$ cat src/rtl/rsc_pkg.sv
// Package: constants and status codes for the ranging service block
// What this block does
// - Hold timer expiring before any data request raises the expiry notice.
// - Parameterless notice also means default preamble indices are back.
// - Enable starts a 24-bit symbol hold timer, then confirms.
// - Sounding requests are accepted and confirmed only when no earlier confirm is waiting.
// - With sounding present and no results, a request starts a measurement if no run is open and the PHY is idle.
// - With results available and the PHY idle, return success and the sounding point list.
// - Sounding request with no results present returns no-data status.
// - No sounding hardware: sounding request returns feature-absent status.
// - Each point holds a signed 16 ps time and a signed strength value.
// - Each calibration request taken while no confirm waits is answered with status and offsets.
// - Two unsigned 32-bit path delays, LSB 1/128 chip at 499.2 MHz.
// - Calibration supported, with offsets present and the PHY idle, returns success status.
// - Calibration request with no offsets present returns no-data status.
// - No autonomous self-calibration returns the host-computation code.
// - No sounding hardware: calibration request returns feature-absent.
package rsc_pkg;
  localparam int HOLD_W = 24;
  localparam logic [HOLD_W-1:0] HOLD_MAX = 24'hffffff;
  localparam int OFFSET_W = 32;
  localparam int TIME_W = 16;
  localparam int STRENGTH_W = 16;
  localparam int POINT_IDX_W = 4;
  localparam int CLK_PERIOD_NS = 50;
  localparam int SYMBOL_NS = 1000;
  localparam int SYMBOL_CYCLES =
    (SYMBOL_NS + CLK_PERIOD_NS - 1) / CLK_PERIOD_NS;
  localparam int SYM_CNT_W = 8;
  localparam logic [HOLD_W-1:0] HOLD_RESET = 24'h000000;
  localparam logic [OFFSET_W-1:0] OFFSET_RESET = 32'h00000000;

  // Sounding confirmation status
  typedef enum logic [1:0] {
    RSC_SND_SUCCESS,
    RSC_SND_NO_DATA,
    RSC_SND_FEATURE_ABSENT
  } rsc_snd_status_e;

  // Calibration confirmation status
  typedef enum logic [1:0] {
    RSC_CAL_SUCCESS,
    RSC_CAL_NO_DATA,
    RSC_CAL_HOST_COMPUTATION_REQUIRED,
    RSC_CAL_FEATURE_ABSENT
  } rsc_cal_status_e;
endpackage

$ cat src/rtl/rsc_hold_timer.sv
// Dynamic-preamble hold timer counted in symbols
`timescale 1ns/10ps
module rsc_hold_timer #(
  parameter int SYM_CYCLES = rsc_pkg::SYMBOL_CYCLES
) (
  input wire logic clk, // 20 MHz clock
  input wire logic rst, // Async reset, high
  input wire logic start, // Load pulse
  input wire logic cancel, // Stop without expiry
  input wire logic [rsc_pkg::HOLD_W-1:0] symbols, // Hold length
  output logic running, // Timer active
  output logic expired // One-cycle expiry pulse
);
  localparam int CW = rsc_pkg::SYM_CNT_W;
  logic [rsc_pkg::HOLD_W-1:0] remain, next_remain;
  logic [rsc_pkg::SYM_CNT_W-1:0] tick, next_tick;
  logic next_running, next_expired;

  // Symbol prescaler then symbol down-counter
  always_comb begin
    next_remain = remain;
    next_tick = tick;
    next_running = running;
    next_expired = 1'b0;
    if (start) begin
      next_remain = symbols;
      next_tick = '0;
      next_running = 1'b1;
    end else if (cancel) begin
      next_running = 1'b0;
    end else if (running) begin
      if (tick == CW'(SYM_CYCLES - 1)) begin
        next_tick = '0;
        // Expire on the last symbol; a zero hold still lasts one symbol
        if (remain[rsc_pkg::HOLD_W-1:1] == '0) begin
          next_running = 1'b0;
          next_expired = 1'b1;
        end else begin
          next_remain = remain - 1'b1;
        end
      end else begin
        next_tick = tick + 1'b1;
      end
    end
  end

  // State registers
  always_ff @(posedge clk or posedge rst) begin
    if (rst) begin
      remain <= rsc_pkg::HOLD_RESET;
      tick <= '0;
      running <= 1'b0;
      expired <= 1'b0;
    end else begin
      remain <= next_remain;
      tick <= next_tick;
      running <= next_running;
      expired <= next_expired;
    end
  end
endmodule // rsc_hold_timer

$ cat src/rtl/rsc_service.sv
// Ranging, sounding and calibration management responder
`timescale 1ns/10ps
module rsc_service #(
  parameter int SYM_CYCLES = rsc_pkg::SYMBOL_CYCLES,
  parameter int MAX_POINTS = 16
) (
  input wire logic clk, // 20 MHz clock
  input wire logic rst, // Async reset, high
  // Dynamic preamble side
  input wire logic dps_req, // Enable/cancel request pulse
  input wire logic dps_enable, // 1 enable, 0 cancel
  input wire logic [rsc_pkg::HOLD_W-1:0] preamble_hold_symbols, // Hold
  input wire logic data_req, // Data request pulse
  output logic dps_cnf, // Confirm pulse
  output logic dps_expiry_ind, // Expiry notice pulse
  output logic preamble_restore, // Restore default indices pulse
  output logic dps_active, // Dynamic preamble in use
  // Sounding request/confirm
  input wire logic snd_req, // Sounding request pulse
  output logic snd_cnf_valid, // Confirm held until taken
  input wire logic snd_cnf_ready, // Higher layer accepts
  output logic [1:0] snd_status, // Sounding status
  output logic [rsc_pkg::POINT_IDX_W:0] snd_point_count, // Points
  input wire logic [rsc_pkg::POINT_IDX_W-1:0] snd_point_sel, // Read index
  output logic signed [rsc_pkg::TIME_W-1:0] sounding_point_time, // Time
  output logic signed [rsc_pkg::STRENGTH_W-1:0] sounding_point_strength,
  // Calibration request/confirm
  input wire logic cal_req, // Calibration request pulse
  output logic cal_cnf_valid, // Confirm held until taken
  input wire logic cal_cnf_ready, // Higher layer accepts
  output logic [1:0] cal_status, // Calibration status
  output logic [rsc_pkg::OFFSET_W-1:0] tx_path_delay_offset, // Tx delay
  output logic [rsc_pkg::OFFSET_W-1:0] rx_path_delay_offset, // Rx delay
  // PHY side
  input wire logic phy_sounding_cap, // Sounding hardware present
  input wire logic phy_self_cal_cap, // Autonomous calibration
  output logic phy_snd_start, // Start measurement pulse
  input wire logic phy_busy, // Measurement in progress
  input wire logic phy_pt_valid, // Result point strobe
  input wire logic signed [rsc_pkg::TIME_W-1:0] phy_pt_time, // Point time
  input wire logic signed [rsc_pkg::STRENGTH_W-1:0] phy_pt_strength,
  input wire logic phy_pt_last, // Final point of run
  input wire logic phy_cal_valid, // Offsets strobe
  input wire logic [rsc_pkg::OFFSET_W-1:0] phy_tx_offset, // Tx offset
  input wire logic [rsc_pkg::OFFSET_W-1:0] phy_rx_offset // Rx offset
);
  // Point index width; the store holds at most 2**PW points
  localparam int PW = rsc_pkg::POINT_IDX_W;

  logic timer_running, timer_expired;
  logic next_dps_cnf, next_dps_expiry_ind, next_dps_active;
  logic next_preamble_restore;

  // Hold timer; a data request ends the hold with no expiry
  // Start wins over a data request; a cancel ends the hold silently
  rsc_hold_timer #(
    .SYM_CYCLES(SYM_CYCLES)
  ) u_timer (
    .clk(clk),
    .rst(rst),
    .start(dps_req && dps_enable),
    .cancel(data_req || (dps_req && !dps_enable)),
    .symbols(preamble_hold_symbols),
    .running(timer_running),
    .expired(timer_expired)
  );

  // Dynamic preamble confirm and expiry notice
  always_comb begin
    next_dps_cnf = dps_req;
    // A data request in the expiry cycle still suppresses the notice
    next_dps_expiry_ind = timer_expired && !data_req;
    next_preamble_restore = timer_expired && !data_req;
    next_dps_active = dps_active;
    if (dps_req) begin
      next_dps_active = dps_enable;
    end else if (timer_expired || data_req) begin
      next_dps_active = 1'b0;
    end
  end

  // Confirm and notices are one-cycle pulses
  always_ff @(posedge clk or posedge rst) begin
    if (rst) begin
      dps_cnf <= 1'b0;
      dps_expiry_ind <= 1'b0;
      preamble_restore <= 1'b0;
      dps_active <= 1'b0;
    end else begin
      dps_cnf <= next_dps_cnf;
      dps_expiry_ind <= next_dps_expiry_ind;
      preamble_restore <= next_preamble_restore;
      dps_active <= next_dps_active;
    end
  end

  // Sounding result store; array filled by PHY point strobes
  logic signed [rsc_pkg::TIME_W-1:0] pt_time [MAX_POINTS];
  logic signed [rsc_pkg::STRENGTH_W-1:0] pt_strength [MAX_POINTS];
  logic [PW:0] wr_count, next_wr_count;
  logic results_ok, next_results_ok;
  logic [PW:0] res_count, next_res_count;
  // Run handed to the PHY whose last point has not come back yet
  logic run_open, next_run_open;

  // True while the point store still has a free slot
  function automatic logic has_room(input logic [PW:0] cnt);
    return cnt < (PW+1)'(MAX_POINTS);
  endfunction

  // Point storage, one array write per strobe
  // No reset on the store: the counts mark what is valid
  always_ff @(posedge clk) begin
    if (phy_pt_valid && has_room(wr_count)) begin
      pt_time[wr_count[PW-1:0]] <= phy_pt_time;
      pt_strength[wr_count[PW-1:0]] <= phy_pt_strength;
    end
  end

  // Result bookkeeping; results invalid while a run is filling
  always_comb begin
    next_wr_count = wr_count;
    next_results_ok = results_ok;
    next_res_count = res_count;
    next_run_open = run_open;
    if (phy_snd_start) begin
      next_wr_count = '0;
      next_results_ok = 1'b0;
      next_run_open = 1'b1;
    end else if (phy_pt_valid && has_room(wr_count)) begin
      next_wr_count = wr_count + 1'b1;
    end
    // Final point sets the results; set wins over a same-cycle start
    if (phy_pt_valid && phy_pt_last) begin
      next_results_ok = 1'b1;
      next_run_open = 1'b0;
      if (has_room(wr_count)) begin
        next_res_count = wr_count + 1'b1;
      end else begin
        next_res_count = wr_count;
      end
    end
  end

  // Store bookkeeping registers
  always_ff @(posedge clk or posedge rst) begin
    if (rst) begin
      wr_count <= '0;
      results_ok <= 1'b0;
      res_count <= '0;
      run_open <= 1'b0;
    end else begin
      wr_count <= next_wr_count;
      results_ok <= next_results_ok;
      res_count <= next_res_count;
      run_open <= next_run_open;
    end
  end

  // Sounding request handling
  logic next_snd_cnf_valid, next_phy_snd_start;
  logic [1:0] next_snd_status;
  logic [PW:0] next_snd_point_count;

  // Confirm registers stand until the higher layer takes them
  always_comb begin
    next_snd_cnf_valid = snd_cnf_valid;
    next_snd_status = snd_status;
    next_snd_point_count = snd_point_count;
    next_phy_snd_start = 1'b0;
    if (snd_cnf_valid) begin
      // Held stable; new requests ignored until taken
      if (snd_cnf_ready) begin
        next_snd_cnf_valid = 1'b0;
      end
    end else if (snd_req) begin
      next_snd_cnf_valid = 1'b1;
      next_snd_point_count = '0;
      if (!phy_sounding_cap) begin
        next_snd_status = 2'(rsc_pkg::RSC_SND_FEATURE_ABSENT);
      end else if (results_ok && !phy_busy) begin
        next_snd_status = 2'(rsc_pkg::RSC_SND_SUCCESS);
        // Count is that of the finished run, capped at the store size
        next_snd_point_count = res_count;
      end else begin
        next_snd_status = 2'(rsc_pkg::RSC_SND_NO_DATA);
        // Start a run only if none is going; a PHY that never sends
        // its last point blocks further runs until reset
        next_phy_snd_start = !phy_busy && !run_open;
      end
    end
  end

  always_ff @(posedge clk or posedge rst) begin
    if (rst) begin
      snd_cnf_valid <= 1'b0;
      snd_status <= 2'h0;
      snd_point_count <= '0;
      phy_snd_start <= 1'b0;
    end else begin
      snd_cnf_valid <= next_snd_cnf_valid;
      snd_status <= next_snd_status;
      snd_point_count <= next_snd_point_count;
      phy_snd_start <= next_phy_snd_start;
    end
  end

  // Point read port; a new run is only started from an empty confirm
  // An index past the count reads zero, never stale points
  logic signed [rsc_pkg::TIME_W-1:0] next_pt_time;
  logic signed [rsc_pkg::STRENGTH_W-1:0] next_pt_strength;

  always_comb begin
    next_pt_time = '0;
    next_pt_strength = '0;
    if ((PW+1)'(snd_point_sel) < snd_point_count) begin
      next_pt_time = pt_time[snd_point_sel];
      next_pt_strength = pt_strength[snd_point_sel];
    end
  end

  always_ff @(posedge clk or posedge rst) begin
    if (rst) begin
      sounding_point_time <= '0;
      sounding_point_strength <= '0;
    end else begin
      sounding_point_time <= next_pt_time;
      sounding_point_strength <= next_pt_strength;
    end
  end

  // Calibration offsets captured from PHY
  // Offsets kept from the last PHY strobe until reset; no ageing
  logic cal_ok, next_cal_ok;
  logic [rsc_pkg::OFFSET_W-1:0] cal_tx, cal_rx, next_cal_tx, next_cal_rx;
  logic next_cal_cnf_valid;
  logic [1:0] next_cal_status;
  logic [rsc_pkg::OFFSET_W-1:0] next_tx_off, next_rx_off;

  always_comb begin
    next_cal_ok = cal_ok;
    next_cal_tx = cal_tx;
    next_cal_rx = cal_rx;
    if (phy_cal_valid) begin
      next_cal_ok = 1'b1;
      next_cal_tx = phy_tx_offset;
      next_cal_rx = phy_rx_offset;
    end
  end

  // Calibration request; priority absent, host, no-data, success
  always_comb begin
    next_cal_cnf_valid = cal_cnf_valid;
    next_cal_status = cal_status;
    next_tx_off = tx_path_delay_offset;
    next_rx_off = rx_path_delay_offset;
    if (cal_cnf_valid) begin
      if (cal_cnf_ready) begin
        next_cal_cnf_valid = 1'b0;
      end
    end else if (cal_req) begin
      next_cal_cnf_valid = 1'b1;
      // Offsets read zero unless the answer is a success
      next_tx_off = rsc_pkg::OFFSET_RESET;
      next_rx_off = rsc_pkg::OFFSET_RESET;
      if (!phy_sounding_cap) begin
        next_cal_status = 2'(rsc_pkg::RSC_CAL_FEATURE_ABSENT);
      end else if (!phy_self_cal_cap) begin
        // Host finishes with sounding requests
        next_cal_status =
          2'(rsc_pkg::RSC_CAL_HOST_COMPUTATION_REQUIRED);
      end else if (!cal_ok || phy_busy) begin
        next_cal_status = 2'(rsc_pkg::RSC_CAL_NO_DATA);
      end else begin
        next_cal_status = 2'(rsc_pkg::RSC_CAL_SUCCESS);
        next_tx_off = cal_tx;
        next_rx_off = cal_rx;
      end
    end
  end

  // Capture and answer registers share one reset
  always_ff @(posedge clk or posedge rst) begin
    if (rst) begin
      cal_ok <= 1'b0;
      cal_tx <= rsc_pkg::OFFSET_RESET;
      cal_rx <= rsc_pkg::OFFSET_RESET;
      cal_cnf_valid <= 1'b0;
      cal_status <= 2'h0;
      tx_path_delay_offset <= rsc_pkg::OFFSET_RESET;
      rx_path_delay_offset <= rsc_pkg::OFFSET_RESET;
    end else begin
      cal_ok <= next_cal_ok;
      cal_tx <= next_cal_tx;
      cal_rx <= next_cal_rx;
      cal_cnf_valid <= next_cal_cnf_valid;
      cal_status <= next_cal_status;
      tx_path_delay_offset <= next_tx_off;
      rx_path_delay_offset <= next_rx_off;
    end
  end
endmodule // rsc_service

$ cat config.mk
export PLATFORM = sky130hd
export DESIGN_NAME = rsc_service
export DESIGN_NICKNAME = d
export VERILOG_FILES = /design/src/rtl/rsc_pkg.sv /design/src/rtl/rsc_hold_timer.sv /design/src/rtl/rsc_service.sv
export SDC_FILE = /design/constraint.sdc
export NUM_CORES = 1
export LEC_CHECK = 0
export BUFFER_PORTS_ARGS = -buffer_cell sky130_fd_sc_hd__buf_2
export CORE_UTILIZATION = 40
export CTS_BUF_LIST = sky130_fd_sc_hd__clkbuf_8
export DETAILED_ROUTE_END_ITERATION = 7
export MAX_ROUTING_LAYER = met4
export SLEW_MARGIN = 20
export SYNTH_ARGS = -nofsm -noshare
export SYNTH_HDL_FRONTEND = slang
export SYNTH_SLANG_ARGS = --single-unit
$ cat constraint.sdc
create_clock -name clk -period 8.7 [get_ports clk]
set_input_delay 1.305 -clock clk [delete_from_list [all_inputs] [get_ports clk]]
set_output_delay 1.305 -clock clk [all_outputs]
set_load 0.01 [all_outputs]
==> results by group, run 1 <==
Status
  • Outcome: finished clean

Yosys
  • Number of different library cells in the post-synthesis netlist: 55
  • Synthesized cell area: 0.0281 mm^2
  • Share of the synthesized area in the top cell type: 0.547
  • Async set-or-reset flop fraction in the synthesized netlist: 0.302
  • Post-synthesis sequential area ratio: 0.744
  • Number of enable-type register cells in the synthesized netlist: 512
  • Mapped Nets: 1,584
  • Cell type contributing the most total cell area after synthesis: sky130_fd_sc_hd__edfxtp_1
  • Synth Register Bits: 734
  • Mean instance size in the synthesized netlist: 19.6 um^2
  • Synth Instances: 1,435
  • Predominant post-synthesis flop cell: sky130_fd_sc_hd__edfxtp_1
  • Top area cells in the synthesized netlist: sky130_fd_sc_hd__edfxtp_1, sky130_fd_sc_hd__dfrtp_1, sky130_fd_sc_hd__mux4_2
  • Count of warnings emitted by yosys: 0

Setup path
  • Count of cells along the worst register-to-register path: 5
  • Arrival @ worst endpoint: 4140 ps
  • WP data required: 9220 ps
  • Cell-by-cell listing of the critical path: buf_4 > buf_4 > buf_4 > mux4_2 > mux4_2 > a21boi_0
  • Cell with the largest stage delay on the worst path: sky130_fd_sc_hd__buf_4
  • Critical Path Most Common Cell: sky130_fd_sc_hd__buf_4
  • Startpoint kind of the worst setup timing path: input pin
  • Reg-to-reg setup timing slack: 5820 ps
  • Terminus of the critical flop-to-flop path: u_timer.remain[18]
  • Reg-to-Reg Start: u_timer.remain[3]
  • Crit Path Class: input pin to flip-flop
  • CP Max Fanout: 70
  • Max incr delay on CP: 810 ps
  • Critical Path End Type: flip-flop

STA
  • Final-report hold violation count: 0
  • Max Clock Freq: 0.276 GHz
  • Headroom to the max-slew limit: 0.289
  • Measured slew at the worst slew-check pin: 1070 ps
  • RSZ-0062 raised after global routing: false
  • Skew final: 29.1 ps
  • Worst hold slack: 437 ps
  • Worst setup margin: 5080 ps
  • Post-route clock period utilization: 0.416
  • Final setup violation count: 0
  • Min cycle time layout: 3620 ps
  • Setup TNS Final: 0 ps
  • Number of pins exceeding their max-slew limit in the final report: 0

Routing
  • Via/cell ratio: 5.34
  • DR vias: 14,900
  • Detailed Route Iter0 Violations: 1,176
  • Final antenna-violating net count: 0
  • Router iterations before antenna repair: 5
  • Wirelength per Cell: 23.5 um
  • Total Routed Length: 65,900 um
  • Residual DRC: 0

Die
  • Chip width: 267 um
  • Effective utilization at floorplan: 0.407
  • Placement row count: 96
  • Height of the die: 267 um
  • Top-level I/O count: 251
  • Core Footprint: 0.0691 mm^2
  • Die outline area: 0.0714 mm^2

Place
  • Detailed-placement wirelength estimate: 34,700 um
  • Post-placement setup slack: 4340 ps
  • Total of buffers placed on input and output ports: 250
  • Global placer's final weighted congestion: 0.776

Min path
  • Hold depth: 1
  • Hold crit path type: flip-flop to flip-flop
  • Worst Hold End: phy_snd_start
  • Startpoint of the tightest hold check path: run_open

CTS
  • Clock buffer depth: 3
  • Number of gates resized after CTS: 0
  • Worst-Skew Late Latency: 700 ps
  • Post-CTS repair timing setup buffer count: 0
  • Sink count of the clock tree: 734
  • Clock tree from TritonCTS: yes
  • Clock-pin slew on the worst setup and hold paths: 60 ps
  • Clock buffers created by TritonCTS: 118
  • Clk root buf: sky130_fd_sc_hd__clkbuf_8
  • Htree depth: 3
  • Count of hold-fix buffers inserted at cts: 0

Global routing
  • Wire length of the first global-routing pass: 98,600 um
  • Total GRT Usage: 0.193
  • Maximum number of pins on one net before global-route repair: 97
  • Initial antenna violation count: 11
  • Overall overflow remaining after global route: 0
  • Vias in the first global route: 15,600

Cells and area
  • Finished Core Util: 0.480
  • Area delta synth->final: 17.8%
  • Most common cell after layout, fill and taps aside: sky130_fd_sc_hd__edfxtp_1
  • Total area of multi-input combinational cells: 0.00693 mm^2
  • Filler instances: 5,776
  • Area occupied by registers: 0.0209 mm^2
  • Number of nets in the finished design: 1,905
  • Fraction of layout cells with a size suffix above 1: 0.382
  • Most frequent cells in the layout: sky130_fd_sc_hd__edfxtp_1, sky130_fd_sc_hd__buf_2, sky130_fd_sc_hd__dfrtp_1

Flow run
  • Max Cap Viol: 0

Power
  • Total leakage power: 12.3 nW
  • Total power per unit cell area: 230 mW/mm^2
  • Largest voltage drop on the vdd net: 0.106 mV
==> per-stage QoR <==
stage / area, um^2 / power (mW) / cells
6_report: 33100 / 7.63 / 2798
5_1_grt: 33100 / 7.93 / 2798
4_1_cts: 33100 / 7.72 / 2786
3_5_place_dp: 30600 / 4.68 / 2566
3_3_place_gp: 30600 / 4.66 / 2566
2_1_floorplan: 28100 / 4.39 / 1435
==> power breakdown <==
part	internal, mW	total (mW)	switching, mW
clock network	1.69	3.03	1.34
logic	0.259	0.599	0.341
registers	3.88	4.00	0.119
total	5.83	7.63	1.80
==> synthesized netlist by cell type, types with 3 or more instances <==
cell	instances
sky130_fd_sc_hd__xor2_1	8
sky130_fd_sc_hd__a2bb2oi_1	3
sky130_fd_sc_hd__nand4_1	3
sky130_fd_sc_hd__o21a_1	5
sky130_fd_sc_hd__clkbuf_1	63
sky130_fd_sc_hd__a21boi_0	32
sky130_fd_sc_hd__edfxtp_1	512
sky130_fd_sc_hd__mux4_2	160
sky130_fd_sc_hd__nor3_1	16
sky130_fd_sc_hd__nand3_1	9
sky130_fd_sc_hd__xnor2_1	4
sky130_fd_sc_hd__nor2_1	52
sky130_fd_sc_hd__o22ai_1	4
sky130_fd_sc_hd__nand2_1	35
sky130_fd_sc_hd__ha_1	10
sky130_fd_sc_hd__nand2b_1	7
sky130_fd_sc_hd__dfrtp_1	222
sky130_fd_sc_hd__nor2b_1	3
sky130_fd_sc_hd__a21o_1	3
sky130_fd_sc_hd__o2111ai_1	3
sky130_fd_sc_hd__or2_2	3
sky130_fd_sc_hd__buf_1	8
sky130_fd_sc_hd__a22o_1	69
sky130_fd_sc_hd__or4_1	5
sky130_fd_sc_hd__mux2_2	64
sky130_fd_sc_hd__o21ai_1	3
sky130_fd_sc_hd__nor4_1	6
sky130_fd_sc_hd__inv_1	15
sky130_fd_sc_hd__o31a_1	3
sky130_fd_sc_hd__o21ai_0	28
sky130_fd_sc_hd__o22a_1	5
sky130_fd_sc_hd__a21oi_1	25
sky130_fd_sc_hd__or3_1	5
sky130_fd_sc_hd__a31oi_1	7
sky130_fd_sc_hd__buf_2	8
==> critical path: cells and delay by family <==
family	cells	cell delay (ps)
mux	2	870
compound gates	1	140
buf+inv	3	1710
==> kinds of logic (layout without fill, tap and decap cells) <==
group | Yosys count | in the layout | synth area share
flip-flops | 734 | 734 | 0.744
multiplexers | 225 | 225 | 0.154
AO/OA/AOI/OAI | 203 | 203 | 0.0534
AND/OR/NAND/NOR | 155 | 155 | 0.0265
buffers and inverters | 96 | 517 | 0.0136
XOR/XNOR | 12 | 12 | 0.00374
adder cells (fa/ha/maj) | 10 | 10 | 0.00445
other | 0 | 11 | 0
==> sequential cells by signal, summed over array words and instances (netlist names), 2 cells and up <==
register	cells
u_timer.tick	8
res_count	5
wr_count	5
snd_status	2
pt_time	256
snd_point_count	5
u_timer.remain	24
rx_path_delay_offset	32
sounding_point_time	16
cal_rx	32
sounding_point_strength	16
cal_status	2
cal_tx	32
tx_path_delay_offset	32
pt_strength	256
==> layer usage <==
layer  global-route usage  routed length, um
met5                    -                  0
met4               0.0491               1140
met3               0.0474               4640
met2                0.311              32500
met1                0.245              27600
==> final cells by class <==
cell class / instances / share of cell area
diodes: 11 / 0.000831
clock buffers: 143 / 0.0594
well taps: 931 / 0.0352
inverters: 15 / 0.00193
flip-flops and latches: 734 / 0.632
clock inverters: 77 / 0.0157
multi-input cells: 605 / 0.209
repair buffers: 282 / 0.0457
==> worst max-delay path by stage <==
stage,startpoint,endpoint,slack (ps),cells after the start
after floorplan,rst,cal_cnf_valid,1320,1
after global placement,snd_point_sel[1],sounding_point_strength[0],4410,6
after detailed placement,snd_point_sel[1],sounding_point_strength[3],4340,6
after CTS,snd_point_sel[1],sounding_point_time[12],5140,6
after global routing,snd_point_sel[1],sounding_point_strength[9],5010,6
final,snd_point_sel[1],sounding_point_time[2],5080,6
(Power assumes the default switching activity.)
==> run 2, diff against run 1 <==
- clock period: 8.7 -> 3.55 ns (I/O delays scaled with it)
==> run 2 against run 1 <==
  * Combinational power rose to 2.6 times the previous value
  * Register-to-register slack got worse by 5100 ps
  * Flip-flop and latch count did not move
  * Sequential share of layout area shrank 1.5 points
  * Non-clock buffer count up 78
  * Clock-buffer cell count shrank 6
  * Die area unchanged
  * Total power grew 140%
  * Cell count up 2.6%
  * Critical endpoint is now u_timer.remain[19]
  * Largest cell class unchanged
==> results by group, run 2 (synthesis gave the netlist of run 1 again) <==
Global routing
  • Total GRT Usage: 0.189 (-0.00377)
  • Initial antenna violation count: 8 (-3)
  • Overall overflow remaining after global route: 0 (unchanged)
  • Wire length of the first global-routing pass: 97,900 um (-0.65%)
  • Maximum number of pins on one net before global-route repair: 129 (+33%)
  • Vias in the first global route: 16,000 (+2.8%)

Setup path
  • Crit Path Class: flip-flop to flip-flop
  • Max incr delay on CP: 610 ps (-200 ps)
  • Terminus of the critical flop-to-flop path: u_timer.remain[19]
  • Critical Path End Type: flip-flop
  • Cell with the largest stage delay on the worst path: sky130_fd_sc_hd__or4_4
  • Count of cells along the worst register-to-register path: 6 (+1)
  • Arrival @ worst endpoint: 3360 ps (-780 ps)
  • Critical Path Most Common Cell: sky130_fd_sc_hd__or4_4
  • Reg-to-Reg Start: u_timer.remain[3]
  • Cell-by-cell listing of the critical path: or4_4 > or4_4 > o31ai_4 > buf_4 > a21oi_1 > a2bb2oi_1
  • CP Max Fanout: 13 (-81%)
  • Reg-to-reg setup timing slack: 740 ps (-5080 ps)
  • WP data required: 4100 ps (-5120 ps)
  • Startpoint kind of the worst setup timing path: flip-flop

Min path
  • Worst Hold End: cal_tx[15]
  • Startpoint of the tightest hold check path: phy_tx_offset[15]
  • Hold depth: 2 (+1)
  • Hold crit path type: input pin to flip-flop

Routing
  • Router iterations before antenna repair: 5 (unchanged)
  • DR vias: 15,200 (+1.5%)
  • Wire length the detailed router placed on met1: 27,800 um (+0.86%)
  • Met3 Routed Length: 4050 um (-13%)
  • Final antenna-violating net count: 0 (unchanged)
  • Via/cell ratio: 5.28 (-1.2%)
  • Detail Route met2 WL: 31,500 um (-3.1%)
  • Wirelength per Cell: 22.4 um (-4.7%)
  • Detailed Route Iter0 Violations: 1,032 (-12%)
  • Total Routed Length: 64,400 um (-2.2%)
  • Max Used Layer: met4
  • Residual DRC: 0 (unchanged)

STA
  • Headroom to the max-slew limit: 0.386 (+0.0964)
  • Number of pins exceeding their max-slew limit in the final report: 0 (unchanged)
  • Measured slew at the worst slew-check pin: 919 ps (-147 ps)
  • Min cycle time layout: 2810 ps
  • Skew final: 26.1 ps (-3.01 ps)
  • Setup TNS Final: 0 ps (unchanged)
  • Worst setup margin: 740 ps (-4340 ps)
  • Final-report hold violation count: 0 (unchanged)
  • Post-route clock period utilization: 0.791
  • Final setup violation count: 0 (unchanged)
  • RSZ-0062 raised after global routing: false
  • Max Clock Freq: 0.356 GHz

Cells and area
  • Filler instances: 5,730 (-0.80%)
  • Fraction of layout cells with a size suffix above 1: 0.367 (-0.0145)
  • Non-Filler Instances: 2,872 (+2.6%)
  • Most common cell after layout, fill and taps aside: sky130_fd_sc_hd__edfxtp_1
  • Area delta synth->final: 20.6%
  • Number of nets in the finished design: 1,982 (+4.0%)
  • Most frequent cells in the layout: sky130_fd_sc_hd__edfxtp_1, sky130_fd_sc_hd__buf_2, sky130_fd_sc_hd__dfrtp_1

CTS
  • Clock buffer depth: 3 (unchanged)
  • Sink count of the clock tree: 734 (unchanged)
  • Clock buffers created by TritonCTS: 117 (-0.85%)
  • Post-CTS repair timing setup buffer count: 0 (unchanged)
  • Clock-pin slew on the worst setup and hold paths: 60 ps (about the same)
  • Worst-Skew Late Latency: 720 ps (+20 ps)
  • Htree depth: 3 (unchanged)
  • Clock tree from TritonCTS: yes
  • Number of gates resized after CTS: 0 (unchanged)
  • Clk root buf: sky130_fd_sc_hd__clkbuf_8

Die
  • Placement row count: 96 (unchanged)
  • Core Footprint: 0.0691 mm^2 (unchanged)
  • Height of the die: 267 um (unchanged)
  • Die outline area: 0.0714 mm^2 (unchanged)
  • Chip width: 267 um (unchanged)
  • Effective utilization at floorplan: 0.407 (unchanged)
  • Top-level I/O count: 251 (unchanged)

Power
  • Largest voltage drop on the vdd net: 0.323 mV (+200%)
  • Clk pwr share: 0.384 (-0.013)
  • Total leakage power: 12.6 nW (+2.9%)
  • Switching pwr: 4.44 mW (+150%)
  • Total power per unit cell area: 544 mW/mm^2 (+140%)
  • Sequential fraction of design power: 0.532 (+0.008)
  • Design Power: 18.4 mW (+140%)
  • Int Power: 14.0 mW (+140%)
  • Switching Fraction: 0.241 (+0.00525)
  • Combinational group share of total power: 0.085 (+0.006)

Status
  • Outcome: finished clean

Place
  • Post-placement setup slack: 735 ps (-3610 ps)
  • Detailed-placement wirelength estimate: 37,800 um (+8.9%)
  • Total of buffers placed on input and output ports: 250 (unchanged)
  • Number of placed instances, taps included: 2,585 (+0.74%)
  • Global placer's final weighted congestion: 0.799 (+2.9%)

Flow run
  • Max Cap Viol: 0 (unchanged)
-- run 2: final cells by class --
type / count / area [um^2] / area share
Sequential cell: 734 / 20900 / 0.617
Clock inverter: 81 / 468 / 0.0138
Clock buffer: 137 / 1890 / 0.0556
Multi-Input combinational cell: 605 / 6960 / 0.205
Timing Repair Buffer: 360 / 2430 / 0.0715
Inverter: 15 / 60.1 / 0.00177
Tap cell: 931 / 1160 / 0.0343
Antenna cell: 9 / 22.5 / 0.000664
-- run 2: layer usage --
layer / GRT usage / vias up
met3: 0.0416 / 89
met5: - / -
met4: 0.0486 / 0
met1: 0.249 / 8000
li1: - / 6627
met2: 0.299 / 440
-- run 2: repair_timing --
| item | CTS | global route |
|---|---|---|
| hold buffers | 60 | 0 |
| setup endpoints to repair | 0 | 0 |
| hold endpoints to repair | 66 | 0 |
-- run 2: worst max-delay path by stage --
stage	slack, ps	startpoint	end	cells past startpoint
global route	520	u_timer.tick[0]	u_timer.remain[10]	6
detailed placement	730	snd_point_sel[0]	sounding_point_strength[13]	7
CTS	760	u_timer.remain[7]	u_timer.remain[19]	6
finish	740	u_timer.remain[3]	u_timer.remain[19]	6
global placement	700	snd_point_sel[0]	sounding_point_strength[13]	7
floorplan	120	rst	cal_cnf_valid	1
-- run 2: power by group through the flow --
stage	Clock, mW	Combinational (mW)	Sequential, mW
finish	7.07	1.56	9.81
global route	7.64	1.72	9.85
CTS	7.28	1.59	9.81
detailed placement	0	1.53	9.98
global placement	0	1.50	9.96
floorplan	0	0.860	9.91
-- run 2: per-stage QoR --
stage	cell area [um^2]	hold slack, ps	utilization
4_1_cts	33900	1.91	0.491
3_5_place_dp	30900	421	0.448
2_1_floorplan	28100	411	-
5_1_grt	33900	20.6	0.491
6_report	33900	71.4	0.491
3_3_place_gp	30900	416	0.448
-- run 2: worst max-delay path: cells and delay by family (launching register included) --
kind	cells	cell delay (ps)
AO/OA/AOI/OAI	3	710
buffers and inverters	1	280
AND/OR/NAND/NOR	2	1200
flip-flops	1	460
